`config.mk`:
```
export PLATFORM = sky130hd
export DESIGN_NAME = gcab_ctrl
export DESIGN_NICKNAME = d
export VERILOG_FILES = /design/src/gcab_pkg.sv /design/src/gcab_ctrl.sv
export VERILOG_INCLUDE_DIRS = /design/src
export SDC_FILE = /design/constraint.sdc
export NUM_CORES = 1
export LEC_CHECK = 0
export ABC_AREA = 1
export BUFFER_PORTS_ARGS = -buffer_cell sky130_fd_sc_hd__buf_2
export CAP_MARGIN = 20
export CORE_ASPECT_RATIO = 0.8
export CORE_UTILIZATION = 54
export DETAILED_ROUTE_END_ITERATION = 8
export PLACE_DENSITY = 0.72
export SYNTH_ARGS = -nofsm -noshare
export SYNTH_HDL_FRONTEND = slang
export SYNTH_SLANG_ARGS = --single-unit
```
`constraint.sdc`:
```
create_clock -name clk_i -period 11.4 [get_ports clk_i]
set_input_delay 2.28 -clock clk_i [delete_from_list [all_inputs] [get_ports clk_i]]
set_output_delay 2.28 -clock clk_i [all_outputs]
set_load 0.02 [all_outputs]
```
`src/gcab_defines.svh`:
```
// Register indices, field positions and reset values of the counter arm and bank control block.
`ifndef GCAB_DEFINES_SVH
`define GCAB_DEFINES_SVH

// **********************************************
// Register indices (byte address is index times four)
// **********************************************
`define GCAB_IDX_STATUS   8'h04
`define GCAB_IDX_CMD0     8'h06
`define GCAB_IDX_CMD1     8'h07
`define GCAB_IDX_MODE0    8'h1A
`define GCAB_IDX_MODE1    8'h1B
`define GCAB_IDX_JOINT    8'h1B
`define GCAB_IDX_STEP0    8'h44
`define GCAB_IDX_STEP1    8'h45
`define GCAB_IDX_LOADA0   8'h48
`define GCAB_IDX_LOADB0   8'h49
`define GCAB_IDX_LOADA1   8'h4A
`define GCAB_IDX_LOADB1   8'h4B
`define GCAB_IDX_SNAP0    8'h4C
`define GCAB_IDX_SNAP1    8'h4D
`define GCAB_IDX_CAPT0    8'h4E
`define GCAB_IDX_CAPT1    8'h4F
`define GCAB_IDX_CTRL     8'h50
`define GCAB_IDX_EVT      8'h51

// **********************************************
// Field positions
// **********************************************
`define GCAB_CMD_ARM       0
`define GCAB_CMD_HYST      3
`define GCAB_CMD_DISARM    4
`define GCAB_CMD_SWAP_REQ  10
`define GCAB_CMD_SWAP_SRC  11
`define GCAB_CMD_SWAP_EN   12
`define GCAB_CMD_XARM      13
`define GCAB_CMD_XDISARM   15
`define GCAB_MODE_ETS      0
`define GCAB_MODE_POL_LO   10
`define GCAB_MODE_POL_HI   11
`define GCAB_MODE_GPOL     13
`define GCAB_ST_COUNT0     2
`define GCAB_ST_ARMED0     8
`define GCAB_CTRL_TRACK0   0
`define GCAB_CTRL_PINEN0   2
`define GCAB_CTRL_PINSRC0  4

// **********************************************
// Reset values
// **********************************************
`define GCAB_RST_WORD      32'h0000_0000

`endif

```
`src/gcab_pkg.sv`:
```
// Types shared by the counter arm and bank control block.
`default_nettype none
package gcab_pkg;

  typedef enum logic [1:0] {GCAB_PH_IDLE, GCAB_PH_DELAY, GCAB_PH_WIDTH} gcab_phase_t;

  typedef struct packed {
    logic              armed;
    gcab_phase_t       phase;
    logic [23:0]       count;
    logic [1:0][23:0]  load_a;
    logic [1:0][23:0]  load_b;
    logic              bank;
    logic              swap_en;
    logic              swap_src;
    logic              swap_pend;
    logic              swap_wait;
    logic              equivalent_time_sampling;
    logic              gpol;
    logic [1:0]        policy;
    logic [7:0]        step;
    logic [23:0]       snap;
    logic              snap_trk;
    logic [23:0]       capt;
    logic              evt;
    logic              pin_en;
    logic              pin_src;
    logic              pin;
    logic              hyst;
  } gcab_cnt_t;

  typedef struct packed {
    gcab_cnt_t [1:0]   cnt;
    logic              ack;
    logic [31:0]       rdata;
    logic [1:0]        gate_prev;
  } gcab_state_t;

endpackage
`default_nettype wire

```
`src/gcab_ctrl.sv`:
```
// Arm, load bank, delay step, hardware disarm and snapshot control of two general counters.
//
// Overview of operation
// - Add delay step to reload A after reload.
// - Delay step adder wraps without any flag.
// - Sampling mode: gate edge starts delayed pulse.
// - Command bit 0 arms its own counter.
// - Counter stays armed until hardware or software disarm.
// - Command bit 13 arms the other counter.
// - Status bits 8 and 9 show armed state.
// - Joint status bits 0 and 1 show bank.
// - Bit 12 selects bank unarmed, enables swap armed.
// - Bit 11 picks swap trigger: gate or software.
// - Bit 10 requests a bank swap, self clearing.
// - Policy field selects terminal count or gate disarm.
// - Bit 3 pulses the hysteresis clear output.
// - Snapshot readable while counting, count undisturbed.
// - Gate capture sets the gate event flag.
// - Pin driven only while drive enable set.
// - Command bit 4 disarms its counter.
// - Status bits 2 and 3 show counting.
`include "gcab_defines.svh"
`default_nettype none
module gcab_ctrl
  import gcab_pkg::*;
(
  // Clock and reset.
  input  wire logic        clk_i,
  input  wire logic        rst_i,
  // Wishbone slave.
  input  wire logic        cyc_i,
  input  wire logic        stb_i,
  input  wire logic        we_i,
  input  wire logic [9:0]  adr_i,
  input  wire logic [3:0]  sel_i,
  input  wire logic [31:0] dat_i,
  output logic      [31:0] dat_o,
  output logic             ack_o,
  // Counter inputs.
  input  wire logic [1:0]  src_i,
  input  wire logic [1:0]  gate_i,
  // Counter outputs.
  output logic      [1:0]  pin_o,
  output logic      [1:0]  pin_oe_o,
  output logic      [1:0]  hyst_clear_o,
  output logic      [1:0]  gate_event_o
);

  // **********************************************
  // State and bus decode
  // **********************************************
  gcab_state_t       st_q;
  gcab_state_t       st_d;

  logic [7:0]        idx;
  logic              wr_now;
  logic [31:0]       wd;
  logic [1:0]        wr_cmd;
  logic [1:0]        wr_mode;
  logic [1:0]        wr_step;
  logic [1:0]        wr_la;
  logic [1:0]        wr_lb;
  logic              wr_ctrl;
  logic              wr_evt;
  logic [1:0]        arm_req;
  logic [1:0]        dis_req;
  logic [1:0]        gate_act;
  logic [1:0]        edge_on;
  logic [1:0]        edge_off;
  logic [1:0]        counting;
  logic [1:0]        hw_dis;
  logic [1:0]        rl_ev;
  logic [1:0][23:0]  a_sum;
  logic [1:0][23:0]  a_cur;
  logic [1:0]        armed_v;
  logic [1:0]        bank_v;

  // Merges a byte-laned write into a 24-bit value.
  function automatic logic [23:0] merge24(input logic [23:0] old_v, input logic [31:0] new_v,
                                          input logic [3:0] sel);
    logic [23:0] r;
    r = old_v;
    for (int b = 0; b < 3; b++) begin
      if (sel[b]) begin
        r[b*8 +: 8] = new_v[b*8 +: 8];
      end
    end
    return r;
  endfunction

  assign idx     = adr_i[9:2];
  // A write takes effect at the edge where the master samples ack.
  assign wr_now  = cyc_i & stb_i & we_i & st_q.ack;
  assign wd      = dat_i & {{8{sel_i[3]}}, {8{sel_i[2]}}, {8{sel_i[1]}}, {8{sel_i[0]}}};
  assign wr_ctrl = wr_now & (idx == `GCAB_IDX_CTRL);
  assign wr_evt  = wr_now & (idx == `GCAB_IDX_EVT);

  always_comb begin
    for (int i = 0; i < 2; i++) begin
      wr_cmd[i]   = wr_now & (idx == (i == 0 ? `GCAB_IDX_CMD0 : `GCAB_IDX_CMD1));
      wr_mode[i]  = wr_now & (idx == (i == 0 ? `GCAB_IDX_MODE0 : `GCAB_IDX_MODE1));
      wr_step[i]  = wr_now & (idx == (i == 0 ? `GCAB_IDX_STEP0 : `GCAB_IDX_STEP1));
      wr_la[i]    = wr_now & (idx == (i == 0 ? `GCAB_IDX_LOADA0 : `GCAB_IDX_LOADA1));
      wr_lb[i]    = wr_now & (idx == (i == 0 ? `GCAB_IDX_LOADB0 : `GCAB_IDX_LOADB1));
      gate_act[i] = gate_i[i] ^ st_q.cnt[i].gpol;
      edge_on[i]  = gate_act[i] & ~st_q.gate_prev[i];
      edge_off[i] = ~gate_act[i] & st_q.gate_prev[i];
      armed_v[i]  = st_q.cnt[i].armed;
      bank_v[i]   = st_q.cnt[i].bank;
      a_cur[i]    = st_q.cnt[i].load_a[st_q.cnt[i].bank];
    end
    arm_req[0] = (wr_cmd[0] & wd[`GCAB_CMD_ARM]) | (wr_cmd[1] & wd[`GCAB_CMD_XARM]);
    arm_req[1] = (wr_cmd[1] & wd[`GCAB_CMD_ARM]) | (wr_cmd[0] & wd[`GCAB_CMD_XARM]);
    dis_req[0] = (wr_cmd[0] & wd[`GCAB_CMD_DISARM]) | (wr_cmd[1] & wd[`GCAB_CMD_XDISARM]);
    dis_req[1] = (wr_cmd[1] & wd[`GCAB_CMD_DISARM]) | (wr_cmd[0] & wd[`GCAB_CMD_XDISARM]);
    for (int i = 0; i < 2; i++) begin
      counting[i] = st_q.cnt[i].armed & (st_q.cnt[i].phase != GCAB_PH_IDLE) &
                    (st_q.cnt[i].equivalent_time_sampling | gate_act[i]);
    end
  end

  // **********************************************
  // Next state
  // **********************************************
  always_comb begin
    gcab_cnt_t c;
    logic      tick;
    logic      rl;
    logic      stop_tc;
    logic      stop_gate;
    logic      tb;
    c         = '0;
    tick      = 1'b0;
    rl        = 1'b0;
    stop_tc   = 1'b0;
    stop_gate = 1'b0;
    tb        = 1'b0;
    st_d      = st_q;
    hw_dis    = 2'b00;
    rl_ev     = 2'b00;
    a_sum     = '0;
    st_d.gate_prev = gate_act;
    st_d.ack  = cyc_i & stb_i & ~st_q.ack;
    for (int i = 0; i < 2; i++) begin
      c         = st_q.cnt[i];
      rl        = 1'b0;
      stop_tc   = 1'b0;
      stop_gate = 1'b0;
      c.hyst    = 1'b0;
      if (wr_cmd[i]) begin
        c.swap_src = wd[`GCAB_CMD_SWAP_SRC];
        c.swap_en  = wd[`GCAB_CMD_SWAP_EN];
        c.hyst     = wd[`GCAB_CMD_HYST];
      end
      if (wr_mode[i]) begin
        c.equivalent_time_sampling    = wd[`GCAB_MODE_ETS];
        c.policy = wd[`GCAB_MODE_POL_HI:`GCAB_MODE_POL_LO];
        c.gpol   = wd[`GCAB_MODE_GPOL];
      end
      if (wr_step[i]) begin
        c.step = wd[7:0];
      end
      if (wr_ctrl) begin
        c.snap_trk = wd[`GCAB_CTRL_TRACK0 + i];
        c.pin_en   = wd[`GCAB_CTRL_PINEN0 + i];
        c.pin_src  = wd[`GCAB_CTRL_PINSRC0 + i];
      end
      // While armed, software loads the bank that is not in use.
      tb = c.armed ? ~c.bank : c.bank;
      if (wr_la[i]) begin
        c.load_a[tb] = merge24(c.load_a[tb], dat_i, sel_i);
      end
      if (wr_lb[i]) begin
        c.load_b[tb] = merge24(c.load_b[tb], dat_i, sel_i);
      end
      if (wr_evt && wd[i]) begin
        c.evt = 1'b0;
      end
      tick = src_i[i] & (c.equivalent_time_sampling | gate_act[i]);
      if (st_q.cnt[i].armed) begin
        unique case (c.phase)
          GCAB_PH_IDLE: begin
            if (!c.equivalent_time_sampling || edge_on[i]) begin
              rl = 1'b1;
            end
          end
          GCAB_PH_DELAY: begin
            if (tick) begin
              if (c.count == 24'h00_0000) begin
                c.count = c.load_b[c.bank];
                c.phase = GCAB_PH_WIDTH;
                c.pin   = 1'b1;
              end else begin
                c.count = c.count - 24'h00_0001;
              end
            end
          end
          GCAB_PH_WIDTH: begin
            if (tick) begin
              if (c.count == 24'h00_0000) begin
                c.pin = 1'b0;
                if (c.equivalent_time_sampling) begin
                  c.phase = GCAB_PH_IDLE;
                  stop_tc = 1'b1;
                end else begin
                  rl = 1'b1;
                end
              end else begin
                c.count = c.count - 24'h00_0001;
              end
            end
          end
          default: begin
            c.phase = GCAB_PH_IDLE;
          end
        endcase
        stop_gate = ~c.equivalent_time_sampling & edge_off[i] & (st_q.cnt[i].phase != GCAB_PH_IDLE);
        if (rl) begin
          if (c.swap_pend) begin
            c.bank      = ~c.bank;
            c.swap_pend = 1'b0;
          end
          c.count = c.load_a[c.bank];
          a_sum[i] = c.load_a[c.bank] + {16'h0000, c.step};
          c.load_a[c.bank] = a_sum[i];
          c.phase = GCAB_PH_DELAY;
        end
        if (edge_on[i]) begin
          c.capt = st_q.cnt[i].count;
          c.evt  = 1'b1;
        end
        hw_dis[i] = (c.policy[0] & stop_tc) | (c.policy[1] & stop_gate);
      end
      rl_ev[i] = rl;
      if (c.swap_wait && edge_on[i]) begin
        c.swap_pend = 1'b1;
        c.swap_wait = 1'b0;
      end
      if (wr_cmd[i] && wd[`GCAB_CMD_SWAP_REQ] && st_q.cnt[i].armed && c.swap_en) begin
        if (c.swap_src) begin
          c.swap_pend = 1'b1;
        end else begin
          c.swap_wait = 1'b1;
        end
      end
      if (arm_req[i] && !st_q.cnt[i].armed) begin
        c.armed = 1'b1;
        c.phase = GCAB_PH_IDLE;
      end
      if (dis_req[i] || hw_dis[i]) begin
        c.armed     = 1'b0;
        c.phase     = GCAB_PH_IDLE;
        c.pin       = 1'b0;
        c.swap_pend = 1'b0;
        c.swap_wait = 1'b0;
      end
      if (!c.armed) begin
        c.bank = c.swap_en;
      end
      if (c.snap_trk) begin
        c.snap = st_q.cnt[i].count;
      end
      st_d.cnt[i] = c;
    end
    // Read data is latched in the cycle before ack.
    st_d.rdata = `GCAB_RST_WORD;
    if (cyc_i && stb_i && !st_q.ack && !we_i) begin
      case (idx)
        `GCAB_IDX_STATUS: begin
          st_d.rdata[`GCAB_ST_COUNT0 +: 2] = counting;
          st_d.rdata[`GCAB_ST_ARMED0 +: 2] = armed_v;
        end
        `GCAB_IDX_CMD0, `GCAB_IDX_CMD1: begin
          st_d.rdata[`GCAB_CMD_SWAP_SRC] = st_q.cnt[idx[0] ? 1 : 0].swap_src;
          st_d.rdata[`GCAB_CMD_SWAP_EN]  = st_q.cnt[idx[0] ? 1 : 0].swap_en;
        end
        `GCAB_IDX_JOINT: st_d.rdata[1:0]  = bank_v;
        `GCAB_IDX_SNAP0: st_d.rdata[23:0] = st_q.cnt[0].snap;
        `GCAB_IDX_SNAP1: st_d.rdata[23:0] = st_q.cnt[1].snap;
        `GCAB_IDX_CAPT0: st_d.rdata[23:0] = st_q.cnt[0].capt;
        `GCAB_IDX_CAPT1: st_d.rdata[23:0] = st_q.cnt[1].capt;
        `GCAB_IDX_CTRL: begin
          st_d.rdata[5:0] = {st_q.cnt[1].pin_src, st_q.cnt[0].pin_src, st_q.cnt[1].pin_en,
                             st_q.cnt[0].pin_en, st_q.cnt[1].snap_trk, st_q.cnt[0].snap_trk};
        end
        `GCAB_IDX_EVT: st_d.rdata[1:0] = {st_q.cnt[1].evt, st_q.cnt[0].evt};
        default: st_d.rdata = `GCAB_RST_WORD;
      endcase
    end
  end

  always_ff @(posedge clk_i) begin
    if (rst_i) begin
      st_q <= '0;
    end else begin
      st_q <= st_d;
    end
  end

  // **********************************************
  // Outputs
  // **********************************************
  assign ack_o = st_q.ack;
  assign dat_o = st_q.rdata;
  always_comb begin
    for (int i = 0; i < 2; i++) begin
      pin_o[i]        = st_q.cnt[i].pin & ~st_q.cnt[i].pin_src;
      pin_oe_o[i]     = st_q.cnt[i].pin_en;
      hyst_clear_o[i] = st_q.cnt[i].hyst;
      gate_event_o[i] = st_q.cnt[i].evt;
    end
  end

  // **********************************************
  // Assertions
  // **********************************************
  AST_ARM: assert property (@(posedge clk_i) disable iff (rst_i)
    wr_cmd[0] && wd[`GCAB_CMD_ARM] && !dis_req[0] |=> st_q.cnt[0].armed)
    else $error("counter 0 not armed after arm strobe");
  AST_CROSS: assert property (@(posedge clk_i) disable iff (rst_i)
    wr_cmd[0] && wd[`GCAB_CMD_XARM] && !dis_req[1] |=> st_q.cnt[1].armed)
    else $error("counter 1 not armed by cross arm");
  AST_HOLD: assert property (@(posedge clk_i) disable iff (rst_i)
    st_q.cnt[0].armed && !dis_req[0] && !hw_dis[0] |=> st_q.cnt[0].armed)
    else $error("counter 0 lost armed state without disarm");
  AST_DISARM: assert property (@(posedge clk_i) disable iff (rst_i)
    dis_req[1] |=> !st_q.cnt[1].armed && st_q.cnt[1].phase == GCAB_PH_IDLE)
    else $error("counter 1 still armed after disarm strobe");
  AST_STATUS: assert property (@(posedge clk_i) disable iff (rst_i)
    ack_o && !we_i && idx == `GCAB_IDX_STATUS |-> dat_o[9:8] == $past(armed_v))
    else $error("status armed bits wrong");
  AST_JOINT: assert property (@(posedge clk_i) disable iff (rst_i)
    ack_o && !we_i && idx == `GCAB_IDX_JOINT |-> dat_o[1:0] == $past(bank_v))
    else $error("joint status bank bits wrong");
  AST_UNARMED_BANK: assert property (@(posedge clk_i) disable iff (rst_i)
    !st_q.cnt[0].armed |-> st_q.cnt[0].bank == st_q.cnt[0].swap_en)
    else $error("unarmed bank differs from bank select");
  AST_SWREQ: assert property (@(posedge clk_i) disable iff (rst_i)
    wr_cmd[0] && wd[`GCAB_CMD_SWAP_REQ] && wd[`GCAB_CMD_SWAP_SRC] && wd[`GCAB_CMD_SWAP_EN]
    && st_q.cnt[0].armed && !dis_req[0] && !hw_dis[0] |=> st_q.cnt[0].swap_pend)
    else $error("software swap request not pending");
  AST_SWAP_AT_RELOAD: assert property (@(posedge clk_i) disable iff (rst_i)
    st_q.cnt[0].armed && $past(st_q.cnt[0].armed) && $changed(st_q.cnt[0].bank) |-> $past(rl_ev[0]))
    else $error("bank swapped outside a reload");
  AST_STEP: assert property (@(posedge clk_i) disable iff (rst_i)
    rl_ev[0] && !wr_la[0] && !hw_dis[0] && !dis_req[0] |=> a_cur[0] == $past(a_sum[0]))
    else $error("reload value A not stepped after reload");
  AST_POLICY: assert property (@(posedge clk_i) disable iff (rst_i)
    st_q.cnt[0].policy == 2'b00 |-> !hw_dis[0])
    else $error("hardware disarm with policy zero");
  AST_HYST: assert property (@(posedge clk_i) disable iff (rst_i)
    wr_cmd[1] && wd[`GCAB_CMD_HYST] |=> hyst_clear_o[1] ##1 !hyst_clear_o[1])
    else $error("hysteresis clear not a single pulse");
  AST_EVT: assert property (@(posedge clk_i) disable iff (rst_i)
    st_q.cnt[0].armed && edge_on[0] |=> st_q.cnt[0].evt && st_q.cnt[0].capt == $past(st_q.cnt[0].count))
    else $error("gate capture did not set event flag");
  AST_ETS_START: assert property (@(posedge clk_i) disable iff (rst_i)
    st_q.cnt[0].armed && st_q.cnt[0].equivalent_time_sampling && st_q.cnt[0].phase == GCAB_PH_IDLE && !edge_on[0]
    && !dis_req[0] |=> st_q.cnt[0].phase == GCAB_PH_IDLE)
    else $error("sampling pulse started without gate edge");
  AST_PIN: assert property (@(posedge clk_i) disable iff (rst_i)
    wr_ctrl && !wd[`GCAB_CTRL_PINEN0] |=> !pin_oe_o[0])
    else $error("pin driven after drive enable cleared");

endmodule
`default_nettype wire

```
# After elaboration in Yosys (flattened, before gate mapping)
# Index checks and enable logic that the tools add are counted.
# classes
addsub	4
order_cmp	11
eq_ne	47
n_mux	170
bitwise	71
n_reduce_logical	57
# op_table
operator	count
$mux W24	24
$mux W74	4
$bwmux W48	6
$mux W70	3
$mux W8	26
$mux W48	4
$mux W26	4
$demux W24 S1	4
$eq A8 B7 Y1 const B	12
$pmux W24 S2	2
$mux W1	61
$add A24 B8 Y24	2
$logic_not A24 Y1	2
$sub A24 B1 Y24 const B	2
$and A1 B1 Y1	44
$pmux W11 S4	1
$ne A3 B3 Y1 const B	12
$pmux W2 S5	3
$eq A8 B3 Y1 const B	3
$mux W2	12
$ne A2 B2 Y1 const B	12
$logic_and A1 B1 Y1	19
$and A16 B16 Y16	1
$eq A8 B5 Y1 const B	2
27 further kinds	95
# word_totals
register_bits	423
inputBits	55
output_inout_bits	41
elab_cells	412

# Logic depth before layout (Yosys ltp)
# depth
word_depth	23
depth_mapped	29
depth_no_buf	26

# Worst setup path before layout
# No wires, ideal clock.
# synth_timing
path_type	input-to-reg
from	input adr_i[9]
to	register st_q[366] in the netlist's numbering
arrival_time_ps	5357
required_ps	11291
slack_ps	5934
cell_stages	27
n_path_buf	1
path_cell_list	inv_1 -> nand2_1 -> nor2_4 -> nand2_2 -> nor2_4 -> nand3_2 -> clkbuf_1 -> nand2_1 -> o21ai_0 -> nand2_1 -> o21ai_0 -> ha_1 -> fa_1 -> nand3_1 -> nand2_1 -> nand2_1 -> nand2_1 -> a21oi_1 -> o21ai_0 -> nand2_1 -> nor2_2 -> nand3_1 -> nor2_2 -> nand3b_1 -> nand3_1 -> nand2_1 -> inv_1
# synth_between
elab_chain_cells	10
word_cells_on_any_way	25
cone_classes	add/sub (1); eq/ne (3); mux (14); bitwise (5); reduce/logical (2)
# synth_rtl
item	line	text
start, declared	gcab_ctrl.sv:34	input wire logic [9:0] adr_i,
parallel branches: the longest is 9 deep, another holds $add A24 B8 Y24	--	
$mux W74 (*)	gcab_ctrl.sv:180	if (st_q.cnt[i].armed) begin
end signal, assigned	gcab_ctrl.sv:296	st_q <= st_d;
end, declared	gcab_ctrl.sv:52	gcab_state_t st_q;
# Mark *: on every way between the ends. The select of a mux whose other input is x is not followed.
# A chain may end at the register's enable or synchronous reset.

# Worst setup path after layout
# layout_timing
from	input adr_i[5]
to	register st_q[366] in the netlist's numbering
# The elaborated chain is that of the path after synthesis.

==> impl_metrics.tcl <==
set metrics [dict create \
    largest_family_of_logic_cells_by_synthesized_area "simple AND/OR/NAND/NOR gates" \
    yosys.area_share.adder_pct 1.37 \
    detail_route.vias_per_cell 5.79 \
    worst_r2r_src "bank_v[1]" \
    final_util_pct 59.0 \
    synth-edff-count 0 \
    setup.worst_path.class "in -> reg" \
    fin_area_sq_um 26600 \
    path_cells "buf_2 > inv_2 > nor2_2 > nand2_2 > nor2_4 > nand3_4 > inv_2 > o21ai_0 > o21ai_0 > ha_1 > fa_1 > nand3_1 > nand2_1 > nand2_1 > nand2_1 > a21oi_1 > o21ai_0 > nand3_1 > nor2_2 > nand2_1 > o21ai_1 > nand3_1 > nand2_1 > inv_1" \
    synth_compound_area_share_pct 21.0 \
    cts_setup_buffers 0 \
    grt_setup_unrepaired "no" \
    synth.area.mux_share_pct 1.03 \
    status "complete, no violations" \
    ios 96 \
    antenna_violations_before_repair 2 \
    worst_slew_pin_slew_ps 1130 \
    cp_data_required_time_ps 11870 \
    cts_inserted_buffers 44 \
    drt_wl_total_um 83500 \
    detailedPlace.worstSlack_ps 4660 \
    timing.final.crit_period_ps 6430 \
    hold_buffers 0 \
    grt_start_max_net_pins 116 \
    routing_usage_on_met3_pct 7.43 \
    final.hold.worst_slack_ps 446 \
    drc 0 \
    power_mw 3.13 \
    grt_pass1_wl_um 128000 \
    number_of_sinks_handled_by_clock_tree_synthesis 415 \
    fin_crit_sh_pct 56.4 \
    netlist_area_sq_um 24900 \
    worstSetupEndpointType "flip-flop" \
    crit_path_start_kind "primary input" \
    layout-drive-gt1-share_pct 9.82 \
    yosys.cell_types.count 68 \
    hold_path_depth 2 \
    groute.layer.met1.usage_pct 50.6 \
    worst-r2r-setup-slack_ps 5910 \
    area_delta_synth_final_pct 6.65 \
    grt_overflow_total 0 \
    cell_row_count 69 \
    detailedRoute.firstIterationViolations 3204 \
    yosysSeqAreaShare_pct 33.4 \
    num-nets-final 3785 \
    gr-usage-met2_pct 49.6 \
    die-height_um 194 \
    syn_inst_count 3784 \
    maximum_clock_frequency_mhz 155 \
    holdCritStartpoint "st_q[280]" \
    critical_path.max_fanout 17 \
    min_to "st_q[280]" \
    hold_viol 0 \
    dpl_cell_area_sq_um 25000 \
    grt-busiest-layer "met1" \
    port_buffers 76 \
    die_area_sq_um 47000 \
    finalWeightedCongestion 0.986 \
    floorplan.die.width_um 242 \
    cts-resized-gates 0 \
    synth.yosys.warnings 0 \
    critical_path.n_buffers_inverters 4 \
    cpMostUsedCell "sky130_fd_sc_hd__nand2_1" \
    synth-simple-area-share_pct 29.2 \
    floorplan.core_area_sq_um 45000 \
    route.vias.total 25100 \
    synthArstFlopShare_pct 0 \
    timing.max_cap.violations 0 \
    cp_top_delay_family "simple AND/OR/NAND/NOR gates" \
    placed_cells_incl_taps 4261 \
    timing.critical_path.slowest_stage_cell "sky130_fd_sc_hd__o21ai_0" \
    number_of_flip_flops_and_latches_in_the_synthesized_netlist 415 \
    timing.final.setup_violations 0 \
    setup_total_negative_slack_ps 0 \
    cellLeakagePower_nw 11.7 \
    post_drt_wl_per_cell_um 19.2 \
    maxSlewHeadroom_pct 24.3 \
    grt_util_all_layers_pct 34.6 \
    worst_r2r_endpoint "st_q[366]" \
    ctsHtreeMaxLevel 2 \
    detailed_place_hpwl_um 56700 \
    grt_pass1_vias 22100 \
    power_density_nw_per_um2 118 \
    critPathArrivalTime_ps 6900 \
    max_stage_delay_ps 510 \
    postSynth.topFlopCell "sky130_fd_sc_hd__dfxtp_1" \
    worst_slack_ps 4970 \
    clock_path_buffers 3 \
    clock_latency_ps 580 \
    drtAntennaViolNets 0 \
    synthesis.area_per_instance_sq_um 6.58 \
    drv_slew 0 \
    worst_clock_skew_ps 18.0 \
    tritoncts "built" \
    floorplan.initialDensity_pct 55.4 \
    min_path_type "reg -> reg" \
    peakVddDrop_v 0.000126 \
    reg2reg_depth 23 \
    synthXorXnorAreaFrac_pct 1.37 \
    cts.root.buffer_cell "sky130_fd_sc_hd__clkbuf_16" \
    clk_pin_slew_worst_paths_ps 60 \
    detailedRoute.firstPassIterationCount 6 \
    layoutNonFillerInstCount 4341 \
]
## flip-flops by register name, summed over array words and instances, names as in the netlist
signal and count:
ack_o 1, armed_v 2, bank_v 2, dat_o 24, gate_event_o 2, hyst_clear_o 2
pin_oe_o 2, st_q 380
## how the worst max path moves through the flow
stage          startpoint   endpoint  slack [ps]  depth (start not counted)
5_1_grt          adr_i[5]  st_q[390]        4800                         24
2_1_floorplan    adr_i[9]  st_q[366]        5930                         27
4_1_cts          adr_i[3]  st_q[390]        5240                         24
3_5_place_dp     adr_i[3]  st_q[390]        4660                         24
3_3_place_gp     adr_i[3]  st_q[390]        4740                         24
6_report         adr_i[5]  st_q[366]        4970                         24
## routing by layer
| metal | wire length, um | vias up |
|---|---|---|
| met2 | 33400 | 1432 |
| met1 | 36900 | 11400 |
| met3 | 10300 | 175 |
| met5 | 14 | - |
| li1 | - | 12100 |
| met4 | 2960 | 2 |
## tightest hold or removal path, cell delays in order (launching register included)
cell and delay, ps:
sky130_fd_sc_hd__dfxtp_1 310, sky130_fd_sc_hd__inv_1 50, sky130_fd_sc_hd__a21oi_1 50
## logic make-up after synthesis
logic type | count (synthesis)
flops | 415
other cells | 1
mux | 25
fa+ha+maj | 26
simple gates | 1621
xor+xnor | 39
compound gates | 929
buf+inv | 728
## cell type report
class	instances	area [sq um]
multi-input combinational	2648	13500
sequential	415	8310
fill	4411	18400
clock buffer	62	1260
tap	603	754
inverter	493	1870
timing repair buffer	102	582
clock inverter	17	272
antenna	1	2.50
## power breakdown
group	leakage [nW]	switching, mW	total, mW	internal, mW
combinational	7.58	0.106	0.133	0.0271
clock	0.751	0.635	1.54	0.908
sequential	3.34	0.000533	1.45	1.45
## cell usage in the layout (no fill, tap or decap), drive strengths merged, types with 17 or more instances in the layout
| master | instances |
|---|---|
| a221oi | 17 |
| ha | 24 |
| o211ai | 55 |
| o22ai | 48 |
| nand2 | 853 |
| a31oi | 19 |
| inv | 487 |
| nor3 | 42 |
| a211oi | 17 |
| nor2 | 425 |
| mux2i | 23 |
| nand3 | 241 |
| o21ai | 440 |
| buf | 102 |
| nand4 | 19 |
| a21oi | 266 |
| xor2 | 24 |
| clkbuf | 62 |
| dfxtp | 415 |
| o21a | 48 |
| or2 | 20 |
## cells in the mapped netlist, types with 18 or more instances
cell type                  number  area [sq um]
sky130_fd_sc_hd__a21oi_1      266          1330
sky130_fd_sc_hd__a31oi_1       19           119
sky130_fd_sc_hd__buf_2         57           285
sky130_fd_sc_hd__buf_4         53           398
sky130_fd_sc_hd__clkbuf_1      94           353
sky130_fd_sc_hd__dfxtp_1      415          8310
sky130_fd_sc_hd__ha_1          24           300
sky130_fd_sc_hd__inv_1        454          1700
sky130_fd_sc_hd__inv_2         30           113
sky130_fd_sc_hd__mux2i_1       22           220
sky130_fd_sc_hd__nand2_1      808          3030
sky130_fd_sc_hd__nand2_2       32           200
sky130_fd_sc_hd__nand3_1      215          1080
sky130_fd_sc_hd__nand3_2       19           190
sky130_fd_sc_hd__nor2_1       389          1460
sky130_fd_sc_hd__nor2_2        18           113
sky130_fd_sc_hd__nor3_1        36           180
sky130_fd_sc_hd__o211ai_1      48           360
sky130_fd_sc_hd__o21a_1        48           360
sky130_fd_sc_hd__o21ai_0      393          1970
sky130_fd_sc_hd__o21ai_1       40           200
sky130_fd_sc_hd__o22ai_1       48           300
sky130_fd_sc_hd__or2_2         19           119
sky130_fd_sc_hd__xor2_1        24           210
(Power assumes the default switching activity.)
